File: src/logic/dcs_pkg.sv
/*
  Package for the drum controller status-word block: bit positions,
  instruction codes, reset values and field widths.
  Assumes a single 40 MHz clock domain and an active-low async reset.
*/
`default_nettype none
package dcs_pkg;
  // ==========================================================
  // Instruction status word bit positions
  localparam int ISW_NORMAL   = 29;
  localparam int ISW_PARITY   = 28;
  localparam int ISW_SYNC     = 27;
  localparam int ISW_DRUMFAIL = 26;
  localparam int ISW_CLEARED  = 25;
  localparam int ISW_STANDBY  = 24;
  localparam int ISW_INVALID  = 23;
  localparam int ISW_PROT_HI  = 22;
  localparam int ISW_PROT_LO  = 11;
  localparam int ISW_CLKLOSS  = 10;
  localparam int ISW_POWER    = 9;
  localparam int ISW_TRKSEL   = 8;
  localparam int ISW_CLKERR   = 7;
  localparam int ISW_PRESS    = 6;
  localparam int ISW_TEMP     = 5;
  localparam int ISW_SPEED    = 4;
  localparam int ISW_ILLEGAL  = 3;
  localparam int ISW_LOCKOUT  = 2;
  localparam int ISW_ADDRERR  = 1;
  localparam int ISW_SEQERR   = 0;
  // ==========================================================
  // First parity error word fields
  localparam int PEW_AVAIL    = 29;
  localparam int PEW_BYTE_LO  = 27;
  localparam int PEW_BUF_LO   = 25;
  localparam int PEW_RW       = 24;
  localparam int PEW_TRK_LO   = 10;
  localparam int PEW_WRD_LO   = 0;
  // ==========================================================
  // Error tally word fields
  localparam int ETW_AVAIL    = 29;
  localparam int ETW_OVR_LO   = 20;
  localparam int ETW_BUF_LO   = 10;
  localparam int ETW_REG_LO   = 0;
  // ==========================================================
  // Field widths and limits
  localparam int WORD_W       = 30;
  localparam int TRK_W        = 9;
  localparam int WRD_W        = 10;
  localparam int PROT_W       = 12;
  localparam int OVR_W        = 9;
  localparam int CNT_W        = 10;
  localparam logic [TRK_W-1:0] TRK_COUNT = 9'h180;  // 384 tracks exist
  // ==========================================================
  // Instruction codes (top bits of a command word)
  localparam int OPC_W = 4;
  typedef enum logic [OPC_W-1:0] {
    OP_WR1    = 4'h1,
    OP_WR2    = 4'h2,
    OP_RD1    = 4'h3,
    OP_RD2    = 4'h4,
    OP_PSTAT  = 4'h5,
    OP_ECNT   = 4'h6,
    OP_MCLR   = 4'h7,
    OP_TERM   = 4'h8,
    OP_PROT   = 4'h9,
    OP_ISTAT  = 4'hA,
    OP_TEST   = 4'hB
  } dcs_op_t;
  // Which word is returned
  localparam logic [1:0] SEL_ISW = 2'h0;
  localparam logic [1:0] SEL_PEW = 2'h1;
  localparam logic [1:0] SEL_ETW = 2'h2;
  // Reset values
  localparam logic [WORD_W-1:0] ZERO_WORD = 30'h0;
endpackage : dcs_pkg
`default_nettype wire

File: src/logic/dcs_status_words.sv
/*
  Status-word logic of the drum controller: instruction status word,
  first parity error capture word and error tally word, plus the
  two-word read/write sequence check.
  Assumes command words arrive already taken by the command-word
  handshake as one-cycle strobes on clk, and that drum fault lines are
  asynchronous pins (synchronised here). Events from the transfer
  engine (parity, overrun, preamble miss, done) are same-clock pulses.
*/
`default_nettype none
module dcs_status_words
  import dcs_pkg::*;
#(
  parameter int TRK_BITS = dcs_pkg::TRK_W,   // Track address width
  parameter int WRD_BITS = dcs_pkg::WRD_W    // Word address width
) (
  // Clock and reset
  input  wire logic                       clk,
  input  wire logic                       resetn,
  // Command words already accepted by the handshake
  input  wire logic                       cmdValid,
  input  wire logic [dcs_pkg::OPC_W-1:0]  cmdOpcode,
  input  wire logic [18:0]                cmdAddr,
  input  wire logic [dcs_pkg::PROT_W-1:0] protWord,
  input  wire logic [dcs_pkg::PROT_W-1:0] protSwitches,
  // Transfer engine events (same clock)
  input  wire logic                       xferDone,
  input  wire logic                       syncMiss,
  input  wire logic                       drumParErr,
  input  wire logic                       drumParByte2,
  input  wire logic                       bufParErr,
  input  wire logic                       bufParFromB,
  input  wire logic                       regByteErr,
  input  wire logic                       xferStarve,
  input  wire logic [dcs_pkg::TRK_W-1:0]  curTrack,
  input  wire logic [dcs_pkg::WRD_W-1:0]  curWord,
  // Drum unit fault pins (asynchronous)
  input  wire logic                       clockMissing,
  input  wire logic                       powerFault,
  input  wire logic                       trackSelBad,
  input  wire logic                       clockTolErr,
  input  wire logic                       pressureLow,
  input  wire logic                       overTemp,
  input  wire logic                       speedErr,
  // Word returned to the computer, and transfer state
  output logic                            statusValid,
  output logic [dcs_pkg::WORD_W-1:0]      statusWord,
  output logic                            xferRun,
  output logic                            xferIsWrite,
  output logic                            xferHold
);
  import dcs_pkg::*;

  // ==========================================================
  // Drum fault synchronisers (two flip-flops each)
  logic [6:0] faultMeta_ff;   // First stage, read only by second
  logic [6:0] fault_ff;       // Synchronised faults, [6]=clock loss
  logic [PROT_W-1:0] swMeta_ff;  // Protect switch first stage
  logic [PROT_W-1:0] sw_ff;      // Synchronised protect switches
  always_ff @(posedge clk or negedge resetn) begin
    if (!resetn) begin
      faultMeta_ff <= 7'h00;
      fault_ff     <= 7'h00;
      swMeta_ff    <= 12'h000;
      sw_ff        <= 12'h000;
    end else begin
      faultMeta_ff <= {clockMissing, powerFault, trackSelBad, clockTolErr,
                       pressureLow, overTemp, speedErr};
      fault_ff     <= faultMeta_ff;
      swMeta_ff    <= protSwitches;
      sw_ff        <= swMeta_ff;
    end
  end

  // ==========================================================
  // Instruction decode
  logic        busy_ff;        // Read/write in progress
  logic        isWrite_ff;     // Current transfer is a write
  logic        firstSeen_ff;   // First word taken, waiting for second
  logic        firstWrite_ff;  // Pending first word was a write
  logic [18:0] beginAddr_ff;   // Begin address of pending pair
  logic [PROT_W-1:0] prot_ff;  // Memory protect flip-flops
  logic        stale_ff;       // Status from last instruction held

  wire isWr1  = cmdValid && (cmdOpcode == OP_WR1);
  wire isRd1  = cmdValid && (cmdOpcode == OP_RD1);
  wire isWr2  = cmdValid && (cmdOpcode == OP_WR2);
  wire isRd2  = cmdValid && (cmdOpcode == OP_RD2);
  wire isMclr = cmdValid && (cmdOpcode == OP_MCLR);
  wire isTerm = cmdValid && (cmdOpcode == OP_TERM);
  wire isPst  = cmdValid && (cmdOpcode == OP_PSTAT);
  wire isEct  = cmdValid && (cmdOpcode == OP_ECNT);
  wire isIst  = cmdValid && (cmdOpcode == OP_ISTAT);
  wire isProt = cmdValid && (cmdOpcode == OP_PROT);
  wire isTest = cmdValid && (cmdOpcode >= OP_TEST);
  // Anything not listed is illegal
  wire isIllegal = cmdValid && !(isWr1 || isRd1 || isWr2 || isRd2 || isMclr || isTerm
                   || isPst || isEct || isIst || isProt || isTest);
  // Correct second word matches the pending first word
  wire goodSecond = firstSeen_ff && ((firstWrite_ff && isWr2) || (!firstWrite_ff && isRd2));
  // Second word before first, or wrong second word
  wire seqErr = ((isWr2 || isRd2) && !goodSecond)
              || (firstSeen_ff && cmdValid && !goodSecond && !isMclr && !isTerm);
  // Address checks on the end word
  wire [TRK_W-1:0] endTrk = cmdAddr[18:10];
  wire [TRK_W-1:0] begTrk = beginAddr_ff[18:10];
  wire addrErr = goodSecond && ((beginAddr_ff >= cmdAddr)
                 || (endTrk >= TRK_COUNT) || (begTrk >= TRK_COUNT));
  // Tracks grouped into protect sections of 32 tracks each
  wire [3:0] secBeg = begTrk[8:5];
  wire [3:0] secEnd = endTrk[8:5];
  logic lockHit;
  always_comb begin
    lockHit = 1'b0;
    for (int s = 0; s < PROT_W; s++) begin
      if (prot_ff[s] && (4'(s) >= secBeg) && (4'(s) <= secEnd)) begin
        lockHit = 1'b1;
      end
    end
  end
  wire lockErr = goodSecond && firstWrite_ff && lockHit;
  wire startXfer = goodSecond && !addrErr && !lockErr;

  // ==========================================================
  // Instruction status flags (master clear wins over set)
  logic [3:0] instErr_ff;  // Sequence, address, lockout, illegal
  logic       parity_ff;   // Parity during transfer
  logic       sync_ff;     // Preamble missing
  logic       normal_ff;   // Normal completion
  wire [3:0] instErrSet = {isIllegal, lockErr, addrErr, seqErr};
  wire       drumFail   = |fault_ff;
  wire       invalidFn  = |instErr_ff;
  wire       anyPar     = busy_ff && (drumParErr || bufParErr);
  wire       doneOk     = busy_ff && xferDone && !parity_ff && !anyPar && !sync_ff
                          && !syncMiss && !drumFail && !invalidFn;

  always_ff @(posedge clk or negedge resetn) begin
    if (!resetn) begin
      instErr_ff <= 4'h0;
      parity_ff  <= 1'b0;
      sync_ff    <= 1'b0;
      normal_ff  <= 1'b0;
      stale_ff   <= 1'b0;
    end else begin
      // Master clear or a first read/write word starts fresh status
      if (isMclr || isWr1 || isRd1) begin
        instErr_ff <= instErrSet;
        parity_ff  <= 1'b0;
        sync_ff    <= 1'b0;
        normal_ff  <= 1'b0;
      end else begin
        instErr_ff <= instErr_ff | instErrSet;
        parity_ff  <= parity_ff | anyPar;
        sync_ff    <= sync_ff | (busy_ff && syncMiss);
        normal_ff  <= normal_ff | doneOk;
      end
      // Standby once any instruction other than master clear leaves status behind
      stale_ff <= isMclr ? 1'b0 : (stale_ff | (cmdValid && !isMclr));
    end
  end

  // ==========================================================
  // Sequencing, transfer state and protect flip-flops
  always_ff @(posedge clk or negedge resetn) begin
    if (!resetn) begin
      busy_ff       <= 1'b0;
      isWrite_ff    <= 1'b0;
      firstSeen_ff  <= 1'b0;
      firstWrite_ff <= 1'b0;
      beginAddr_ff  <= 19'h00000;
      prot_ff       <= 12'h000;
    end else begin
      // Begin address word first, end address second
      if (isWr1 || isRd1) begin
        firstSeen_ff  <= !busy_ff;
        firstWrite_ff <= isWr1;
        beginAddr_ff  <= cmdAddr;
      end else if (cmdValid) begin
        firstSeen_ff <= 1'b0;
      end
      // Transfer runs until done or stopped
      if (isMclr || isTerm || (busy_ff && (xferDone || syncMiss))) begin
        busy_ff <= 1'b0;
      end else if (startXfer) begin
        busy_ff    <= 1'b1;
        isWrite_ff <= firstWrite_ff;
      end
      // Protect word from computer, switches always OR in
      prot_ff <= (isProt ? protWord : prot_ff) | sw_ff;
    end
  end

  // ==========================================================
  // First parity error capture
  logic             pAvail_ff;
  logic [1:0]       pByte_ff;
  logic [1:0]       pBuf_ff;
  logic             pRw_ff;
  logic [TRK_W-1:0] pTrk_ff;
  logic [WRD_W-1:0] pWrd_ff;
  wire capture = anyPar && !pAvail_ff;
  always_ff @(posedge clk or negedge resetn) begin
    if (!resetn) begin
      pAvail_ff <= 1'b0;
      pByte_ff  <= 2'h0;
      pBuf_ff   <= 2'h0;
      pRw_ff    <= 1'b0;
      pTrk_ff   <= 9'h000;
      pWrd_ff   <= 10'h000;
    end else if (capture) begin
      pAvail_ff <= 1'b1;
      // Drum error wins the designator if both arrive together
      pByte_ff  <= drumParErr ? {drumParByte2, !drumParByte2} : 2'h0;
      pBuf_ff   <= drumParErr ? 2'h0 : {bufParFromB, !bufParFromB};
      pRw_ff    <= isWrite_ff;
      pTrk_ff   <= curTrack;
      pWrd_ff   <= curWord;
    end else if (isMclr) begin
      pAvail_ff <= 1'b0;
      pByte_ff  <= 2'h0;
      pBuf_ff   <= 2'h0;
      pRw_ff    <= 1'b0;
      pTrk_ff   <= 9'h000;
      pWrd_ff   <= 10'h000;
    end
  end

  // ==========================================================
  // Saturating error counters; an event beats master clear
  logic [OVR_W-1:0] ovrCnt_ff;
  logic [CNT_W-1:0] bufCnt_ff;
  logic [CNT_W-1:0] regCnt_ff;
  wire ovrInc = busy_ff && xferStarve;
  wire bufInc = busy_ff && bufParErr;
  wire regInc = busy_ff && regByteErr;
  always_ff @(posedge clk or negedge resetn) begin
    if (!resetn) begin
      ovrCnt_ff <= 9'h000;
      bufCnt_ff <= 10'h000;
      regCnt_ff <= 10'h000;
    end else begin
      if (ovrInc) begin
        ovrCnt_ff <= (&ovrCnt_ff) ? ovrCnt_ff : ovrCnt_ff + 9'h001;
      end else if (isMclr) begin
        ovrCnt_ff <= 9'h000;
      end
      if (bufInc) begin
        bufCnt_ff <= (&bufCnt_ff) ? bufCnt_ff : bufCnt_ff + 10'h001;
      end else if (isMclr) begin
        bufCnt_ff <= 10'h000;
      end
      if (regInc) begin
        regCnt_ff <= (&regCnt_ff) ? regCnt_ff : regCnt_ff + 10'h001;
      end else if (isMclr) begin
        regCnt_ff <= 10'h000;
      end
    end
  end

  // ==========================================================
  // Word assembly
  wire idle = !busy_ff && !firstSeen_ff;
  wire [WORD_W-1:0] iswWord = {normal_ff, parity_ff, sync_ff, drumFail,
                               idle && !stale_ff, idle && stale_ff,
                               invalidFn, prot_ff,
                               fault_ff,
                               instErr_ff};
  wire [WORD_W-1:0] pewWord = {pAvail_ff, pByte_ff, pBuf_ff, pRw_ff, 5'h00,
                               pTrk_ff, pWrd_ff};
  wire [WORD_W-1:0] etwWord = {(|ovrCnt_ff) || (|bufCnt_ff) || (|regCnt_ff),
                               ovrCnt_ff, bufCnt_ff, regCnt_ff};
  // Instruction words and transfer ends that return the status word
  wire endOfInstr = (busy_ff && (xferDone || syncMiss)) || isMclr || isTerm || isProt || isIst
                    || isIllegal || seqErr || addrErr || lockErr;
  wire sendNow   = endOfInstr || (anyPar && busy_ff);
  wire [1:0] sel = isPst ? SEL_PEW : (isEct ? SEL_ETW : SEL_ISW);

  // ==========================================================
  // Output registers; a word leaves two cycles after its trigger so
  // that it carries the status the trigger has just left behind
  logic       sendPend_ff;  // A word is due next cycle
  logic [1:0] selPend_ff;   // Which word is due
  always_ff @(posedge clk or negedge resetn) begin
    if (!resetn) begin
      sendPend_ff <= 1'b0;
      selPend_ff  <= SEL_ISW;
      statusValid <= 1'b0;
      statusWord  <= ZERO_WORD;
      xferRun     <= 1'b0;
      xferIsWrite <= 1'b0;
      xferHold    <= 1'b0;
    end else begin
      sendPend_ff <= sendNow || isPst || isEct;
      selPend_ff  <= sel;
      statusValid <= sendPend_ff;
      statusWord  <= (selPend_ff == SEL_PEW) ? pewWord
                     : ((selPend_ff == SEL_ETW) ? etwWord : iswWord);
      xferRun     <= busy_ff;
      xferIsWrite <= isWrite_ff;
      xferHold    <= busy_ff && xferStarve;
    end
  end

  // ==========================================================
  // Checks
  property p_seq;
    @(posedge clk) disable iff (!resetn)
      (isWr2 && !firstSeen_ff) |=> instErr_ff[0];
  endproperty
  a_seq: assert property (p_seq) else $error("Early second word not flagged");
  property p_sat;
    @(posedge clk) disable iff (!resetn)
      (&ovrCnt_ff) && !isMclr |=> (&ovrCnt_ff);
  endproperty
  a_sat: assert property (p_sat) else $error("Overrun count wrapped");
  property p_first;
    @(posedge clk) disable iff (!resetn)
      (pAvail_ff && !isMclr) |=> $stable(pTrk_ff) && $stable(pWrd_ff);
  endproperty
  a_first: assert property (p_first) else $error("Capture overwritten");
  property p_drum;
    @(posedge clk) disable iff (!resetn)
      statusValid |-> (statusWord[ISW_DRUMFAIL] == (|statusWord[10:4]))
                      || $past(isPst || isEct, 2);
  endproperty
  a_drum: assert property (p_drum) else $error("Drum failure mismatch");
  property p_inv;
    @(posedge clk) disable iff (!resetn)
      (isIllegal && !isMclr) |=> ##1 (statusWord[ISW_ILLEGAL] && statusWord[ISW_INVALID]);
  endproperty
  a_inv: assert property (p_inv) else $error("Illegal code not reported");
  property p_norm;
    @(posedge clk) disable iff (!resetn)
      normal_ff |-> !parity_ff && !sync_ff;
  endproperty
  a_norm: assert property (p_norm) else $error("Normal completion with errors");
  property p_par;
    @(posedge clk) disable iff (!resetn)
      (anyPar && !isMclr && !isWr1 && !isRd1) |=> parity_ff ##1 statusValid;
  endproperty
  a_par: assert property (p_par) else $error("Parity not reported at once");
  property p_mclr;
    @(posedge clk) disable iff (!resetn)
      (isMclr && !anyPar && !xferStarve) |=> !pAvail_ff && (ovrCnt_ff == 9'h000) ##1
        (statusWord[ISW_CLEARED]);
  endproperty
  a_mclr: assert property (p_mclr) else $error("Master clear incomplete");
endmodule : dcs_status_words
`default_nettype wire

File: config.mk
export PLATFORM = sky130hd
export DESIGN_NAME = dcs_status_words
export DESIGN_NICKNAME = d
export VERILOG_FILES = /design/src/logic/dcs_pkg.sv /design/src/logic/dcs_status_words.sv
export SDC_FILE = /design/constraint.sdc
export NUM_CORES = 1
export LEC_CHECK = 0
export ABC_AREA = 0
export BUFFER_PORTS_ARGS = -buffer_cell sky130_fd_sc_hd__buf_2
export CORE_ASPECT_RATIO = 1.5
export CORE_MARGIN = 5
export CORE_UTILIZATION = 55
export DETAILED_ROUTE_END_ITERATION = 7
export GPL_ROUTABILITY_DRIVEN = 0
export PLACE_DENSITY = 0.77
export SLEW_MARGIN = 15
export SYNTH_ARGS = -nofsm -noshare
export SYNTH_HDL_FRONTEND = slang
export SYNTH_SLANG_ARGS = --single-unit
File: constraint.sdc
create_clock -name clk -period 3.94 [get_ports clk]
set_clock_uncertainty 0.15 [all_clocks]
set_input_delay 0.394 -clock clk [delete_from_list [all_inputs] [get_ports clk]]
set_output_delay 0.394 -clock clk [all_outputs]
set_load 0.1 [all_outputs]
==> results of run 1 <==
power groups by stage:
| stage | Combinational [mW] | Sequential (mW) | Clock (mW) |
|---|---|---|---|
| 6_report | 0.917 | 2.19 | 1.80 |
| 5_1_grt | 1.02 | 2.22 | 1.90 |
| 4_1_cts | 0.923 | 2.19 | 1.83 |
| 3_5_place_dp | 0.900 | 2.22 | 0 |
| 3_3_place_gp | 0.864 | 2.21 | 0 |
| 2_1_floorplan | 0.443 | 2.38 | 0 |
final timing paths:
path,to,slack (ns),cells after the start
max in group asynchronous,pWrd_ff[4],2.30,3
max,isWrite_ff,1.45,6
min,prot_ff[3],0.02,3
max reg2reg,isWrite_ff,1.45,6
min reg2reg,sw_ff[8],0.20,0
min in group asynchronous,beginAddr_ff[1],0.49,2
repair_timing:
item	CTS	global route
hold endpoints to repair	112	0
hold buffers	20	0
setup endpoints to repair	0	0
sequential cells by signal, summed over array words and instances (netlist names), 2 cells and up, named ones only:
| signal | cells |
|---|---|
| ovrCnt_ff | 9 |
| faultMeta_ff | 7 |
| prot_ff | 12 |
| sw_ff | 12 |
| pByte_ff | 2 |
| pTrk_ff | 9 |
| instErr_ff | 4 |
| pWrd_ff | 10 |
| fault_ff | 7 |
| regCnt_ff | 10 |
| beginAddr_ff | 19 |
| swMeta_ff | 12 |
| bufCnt_ff | 10 |
| statusWord | 30 |
| pBuf_ff | 2 |
| selPend_ff | 2 |
stage by stage:
stage / worst slack [ns] / util, % / hold slack [ns] / cell area (µm²) / std cells
finish: 1.45 / 67.2 / 0.0219 / 9350 / 1048
global placement: 1.44 / 61.1 / 0.182 / 8510 / 996
global route: 1.22 / 67.2 / 0.0229 / 9350 / 1048
floorplan: 1.69 / - / -0.0516 / 7770 / 740
CTS: 1.45 / 67.2 / 0.0104 / 9350 / 1048
detailed placement: 1.34 / 61.1 / 0.185 / 8510 / 996
per-layer routing:
layer	vias up	global-route usage [%]	part of all wire, %
li1	2927	-	-
met1	3008	27.6	38
met2	248	40.7	52
met3	63	5.71	6.2
met4	0	12.9	4.4
met5	-	0	0
final cells by class:
cell class	count	area, µm²	area share, %
well taps	165	206	2.21
clock inverters	14	204	2.18
multi-input cells	500	3210	34.3
inverters	35	131	1.40
flip-flops and latches	172	4310	46.0
repair buffers	144	857	9.16
clock buffers	18	439	4.70
worst max-delay path: stages, from the launching register on:
cell and delay, ns:
dfrtp_1 0.48, ha_1 0.36, a22oi_1 0.10, and3_1 0.20, o41ai_1 0.54, nand4bb_1 0.22
mux2_1 0.33
cells in the mapped netlist (3+ instances only):
| master | n |
|---|---|
| a211o_1 | 3 |
| a211oi_1 | 25 |
| a21o_1 | 4 |
| a21oi_1 | 32 |
| a22o_1 | 21 |
| a22oi_1 | 3 |
| a31oi_1 | 5 |
| a32o_1 | 3 |
| and3_1 | 7 |
| and4_1 | 3 |
| buf_1 | 4 |
| clkbuf_1 | 28 |
| dfrtp_1 | 172 |
| ha_1 | 26 |
| inv_1 | 35 |
| mux2i_1 | 27 |
| nand2_1 | 78 |
| nand2b_1 | 3 |
| nand3_1 | 18 |
| nand3b_1 | 12 |
| nand4_1 | 13 |
| nor2_1 | 44 |
| nor2b_1 | 24 |
| nor3_1 | 14 |
| nor4_1 | 10 |
| nor4b_1 | 3 |
| o211ai_1 | 4 |
| o21ai_0 | 57 |
| o21ai_1 | 5 |
| o22ai_1 | 3 |
| o31ai_1 | 4 |
| or2_2 | 3 |
| or3_1 | 6 |
| or4_1 | 3 |
| xnor2_1 | 4 |
| xor2_1 | 7 |
kinds of logic (layout without fill, tap and decap cells):
| logic type | Yosys count | count (layout) | synth area share, % |
|---|---|---|---|
| AND/OR/NAND/NOR | 248 | 248 | 16.2 |
| AO/OA/AOI/OAI | 187 | 187 | 16.1 |
| flip-flops | 172 | 172 | 55.4 |
| buffers and inverters | 68 | 211 | 3.30 |
| multiplexers | 28 | 28 | 3.62 |
| adder cells (fa/ha/maj) | 26 | 26 | 4.19 |
| XOR/XNOR | 11 | 11 | 1.24 |
==> summary.md, run 1 <==
| Metric | Value |
|---|---|
| Top cells by area, synth | `dfrtp_1, ha_1, nand2_1` |
| CTS sink cnt | `172` |
| Fillers | `1,108` |
| Avg Vias per Cell | `5.96` |
| FFs w/ async S/R, synth | `100%` |
| Switching Fraction | `30.4%` |
| Int Power | `3.42 mW` |
| Number of global-route vias before repair | `6,375` |
| Final ANT Viol Nets | `0` |
| Syn Nets | `850` |
| Lkg Pwr | `4.28 nW` |
| R2r startpoint | `beginAddr_ff[18]` |
| Netlist Area Pre-Place | `0.00777 mm²` |
| Run status | `complete, no violations` |
| Number of port buffers | `117` |
| Area growth syn-to-layout | `20.4%` |
| Mapped Cells | `740` |
| Crit. End Element | `register` |
| Num CTS Buffers | `17` |
| Synth Register Bits | `172` |
| Violation count after the first detailed-route iteration | `438` |
| Dpl hpwl | `13,600 µm` |
| Share of the synthesized area in the top cell type | `55.4%` |
| Clock latency on the worst-skew pair | `0.44 ns` |
| Fraction of layout instances using a drive strength above 1 | `18.8%` |
| Num rows | `53` |
| H-tree depth | `4` |
| Sequential power share | `44.7%` |
| Gr ovfl total | `0` |
| Global-route usage over all layers | `23.9%` |
| Initial core utilization | `55.8%` |
| Prevailing post-synth register cell | `dfrtp_1` |
| Synth unique cells | `60` |
| Initial antenna violation count | `0` |
| DRC errors left | `0` |
| First-pass GRT wire length | `31,000 µm` |
| Crit path DAT | `2.66 ns` |
| Minimum clock period | `2.49 ns` |
| Worst-Margin Slew | `0.937 ns` |
| Final count of negative-setup-slack endpoints | `0` |
| TNS Setup | `0 ns` |
| Critical Path RT | `4.10 ns` |
| Synth Area per Inst | `10.5 µm²` |
| Most common cell after layout, fill and taps aside | `dfrtp_1` |
| Setup crit start kind | `register` |
| EDFF count, synth | `0` |
| Average wire per standard cell | `18.3 µm` |
| Routed wire length | `19,200 µm` |
| CTS clk-pin slew, worst paths | `0.07 ns` |
| Final hold viol count | `0` |
| Register area share after synthesis | `55.4%` |
| Post-cts sizing count | `0` |
| TritonCTS clock tree | `built` |
| Switch Pwr | `1.49 mW` |
| Relative slew margins | `37.0%` |
| Clk root buf | `clkbuf_16` |
| Nets | `980` |
| TritonRoute pass-1 iters | `5` |
| Post-layout power | `4.91 mW` |
| Crit path kind | `reg2reg` |
| Crit. Startpoint | `beginAddr_ff[18]` |
| RSZ-0062 raised after global routing | `no` |
| Final Cycle Share | `63.3%` |
| Hold path startpoint | `protWord[3]` |
| Leading area contributor after synthesis | `dfrtp_1` |
| Maximum fanout along the worst path | `9` |
| Ports | `118` |
| Largest net degree at the start of global routing | `96` |
| Die H | `156 µm` |
| Combinational share of power | `18.6%` |
| Commonest cells after routing, fill and taps aside | `dfrtp_1, buf_2, nand2_1, o21ai_0, nor2_1` |
| CTS max path bufs | `2` |
| Max Fclk | `0.401 GHz` |
| Die width | `107 µm` |
| Pwr dens | `526 mW/mm²` |
| Maximum vdd drop | `0.433 mV` |
| Post-CTS setup buffers | `0` |
| Slew Limit Fails | `0` |
| Synth warn | `0` |
| Clk network pwr share | `36.7%` |
| Core Region | `0.0139 mm²` |
| Area of the die | `0.0167 mm²` |
| Worst Hold Class | `in2reg` |
| # diodes | `0` |
| Detailed-route via count | `6,246` |
| Max-capacitance violation count | `0` |
Power figures use the tool's default switching activity.
==> inputs of run 2 (changes only) <==
==> constraint.sdc (replaced) <==
create_clock -name clk -period 2.4 [get_ports clk]
set_clock_uncertainty 0.15 [all_clocks]
set_input_delay 0.24 -clock clk [delete_from_list [all_inputs] [get_ports clk]]
set_output_delay 0.24 -clock clk [all_outputs]
set_load 0.1 [all_outputs]
==> summary.md, run 2 (synthesized netlist as in run 1, its figures left out) <==
| Metric | Value |
|---|---|
| Run status | `finished with violations` |
| Failing checks | `setup timing` |
| Number of flip-flops in the largest register | `30` |
| Maximum vdd drop | `0.567 mV` |
| Number of global-route vias before repair | `6,879` |
| Detailed-route via count | `6,625` |
| Crit. Startpoint | `cmdAddr[15]` |
| Final worst setup slack | `-0.0292 ns` |
| Lkg Pwr | `4.63 nW` |
| DRC errors left | `0` |
| H-tree depth | `4` |
| Max-capacitance violation count | `0` |
| Global-route usage over all layers | `26.3%` |
| Largest net degree at the start of global routing | `67` |
| Setup crit start kind | `primary input` |
| Commonest cells after routing, fill and taps aside | `dfrtp_1, buf_2, nand2_1, dlygate4sd3_1, o21ai_0` |
| Slew Limit Fails | `0` |
| CTS clk-pin slew, worst paths | `0.07 ns` |
| Num CTS Buffers | `17` |
| CTS max path bufs | `2` |
| Fin util | `72.5%` |
| R2r startpoint | `beginAddr_ff[0]` |
| Initial antenna violation count | `0` |
| Crit path kind | `in2reg` |
| Fraction of layout instances using a drive strength above 1 | `19.9%` |
| First-pass GRT wire length | `34,000 µm` |
| Hold path startpoint | `cmdAddr[16]` |
| Final Cycle Share | `101%` |
| Fillers | `936` |
| Register with the most flip-flops | `statusWord` |
| Crit path DAT | `2.60 ns` |
| Nets | `1,057` |
| TritonCTS clock tree | `built` |
| RSZ-0062 raised after global routing | `yes` |
| Placed standard-cell area | `0.00866 mm²` |
| # diodes | `0` |
| Die width | `107 µm` |
| Minimum clock period | `2.43 ns` |
| Core Region | `0.0139 mm²` |
| Final count of negative-setup-slack endpoints | `1` |
| Register area | `0.00431 mm²` |
| Pwr dens | `802 mW/mm²` |
| Dpl hpwl | `14,000 µm` |
| Ports | `118` |
| Final ANT Viol Nets | `0` |
| Routed wire length | `21,100 µm` |
| Num rows | `53` |
| Area of the die | `0.0167 mm²` |
| Most common cell after layout, fill and taps aside | `dfrtp_1` |
| Number of port buffers | `117` |
| Violation count after the first detailed-route iteration | `529` |
| Worst-Margin Slew | `0.605 ns` |
| Avg Vias per Cell | `5.89` |
| Biggest regs | `statusWord: 30 flops, beginAddr_ff: 19 flops` |
| CTS sink cnt | `172` |
| Average wire per standard cell | `18.8 µm` |
| Fin area | `0.0101 mm²` |
| Clk root buf | `clkbuf_16` |
| TritonRoute pass-1 iters | `5` |
| Die H | `156 µm` |
| Gr ovfl total | `0` |
| Maximum fanout along the worst path | `5` |
| Worst Hold Class | `in2reg` |
| Relative slew margins | `59.7%` |
| Area growth syn-to-layout | `29.9%` |
| Crit. End Element | `register` |
| Crit-path cells | `dlygate4sd3_1 -> buf_2 -> or3_1 -> a32o_1 -> o311a_1 -> o31ai_4 -> nand4bb_1 -> mux2_1` |
| Critical Path RT | `2.57 ns` |
| Slowest stage delay, CP | `0.53 ns` |
| Max Fclk | `0.412 GHz` |
| Initial core utilization | `55.8%` |
| Area of the multi-input gates | `0.00324 mm²` |
| TNS Setup | `-0.0292 ns` |
| Final hold viol count | `0` |
| Clock latency on the worst-skew pair | `0.43 ns` |
| CP max stage cell | `dlygate4sd3_1` |
## run 2: cell types whose count changed in the layout (fill, tap and decap cells not counted), moves of 2 or more
cell           delta
buf_4            +18
clkinv_4          +2
dlygate4sd3_1    +58
inv_6             -2
nor2_1            -2
nor2_2            +2
## run 2: timing repair
action / in CTS / in global routing
setup endpoints to repair: 1 / 4
setup buffers: 0 / 1
pin swaps: 0 / 1
gates resized for setup: 1 / 8
endpoints found under the hold margin: 132 / 0
hold buffers: 78 / 0
## run 2: per-stage QoR
stage | hold slack (ns) | setup slack, ns | cells | power [mW]
after global placement | 0.0974 | 0.0580 | 1014 | 5.09
after CTS | 0.00273 | 0.00108 | 1123 | 8.11
after floorplan | -0.206 | 0.146 | 740 | 4.64
final | 0.0241 | -0.0292 | 1124 | 8.10
after detailed placement | 0.0995 | -0.0745 | 1014 | 5.16
after global routing | 0.0219 | -0.0294 | 1124 | 8.48
## run 2: per-layer routing
metal  wire length, µm  track usage [%]  share of wire (%)
met5                 0                0                  0
met4               779             12.2                3.7
met3              1200             5.92                5.7
met2             11400             46.5                 54
met1              7760             30.1                 37
## run 2: report_power, final
group / switching, mW / internal (mW) / total [mW] / leakage (nW)
Clock: 1.14 / 1.70 / 2.84 / 0.301
Sequential: 0.283 / 3.28 / 3.56 / 2.10
Combinational: 1.05 / 0.653 / 1.70 / 2.23
## run 2: critical path, delay by kind of cell
kind | cells | cell delay, ns
compound gates | 3 | 0.87
buf+inv | 2 | 0.68
mux | 1 | 0.33
simple gates | 2 | 0.48
## run 2: final cells by class
cell class	count	area share, %
inverters	35	1.30
flip-flops and latches	172	42.6
repair buffers	221	15.8
multi-input cells	500	32.1
well taps	165	2.04
clock inverters	12	1.59
clock buffers	19	4.49
## run 2: path summary, 6_finish.rpt
kind / slack [ns] / depth (start not counted) / to
worst max-delay path: -0.03 / 8 / isWrite_ff
worst min-delay path: 0.02 / 3 / beginAddr_ff[16]
worst max register to register: 0.05 / 8 / isWrite_ff
worst min register to register: 0.20 / 0 / sw_ff[3]
max in group asynchronous: 1.16 / 3 / swMeta_ff[11]
min in group asynchronous: 0.20 / 2 / statusWord[29]
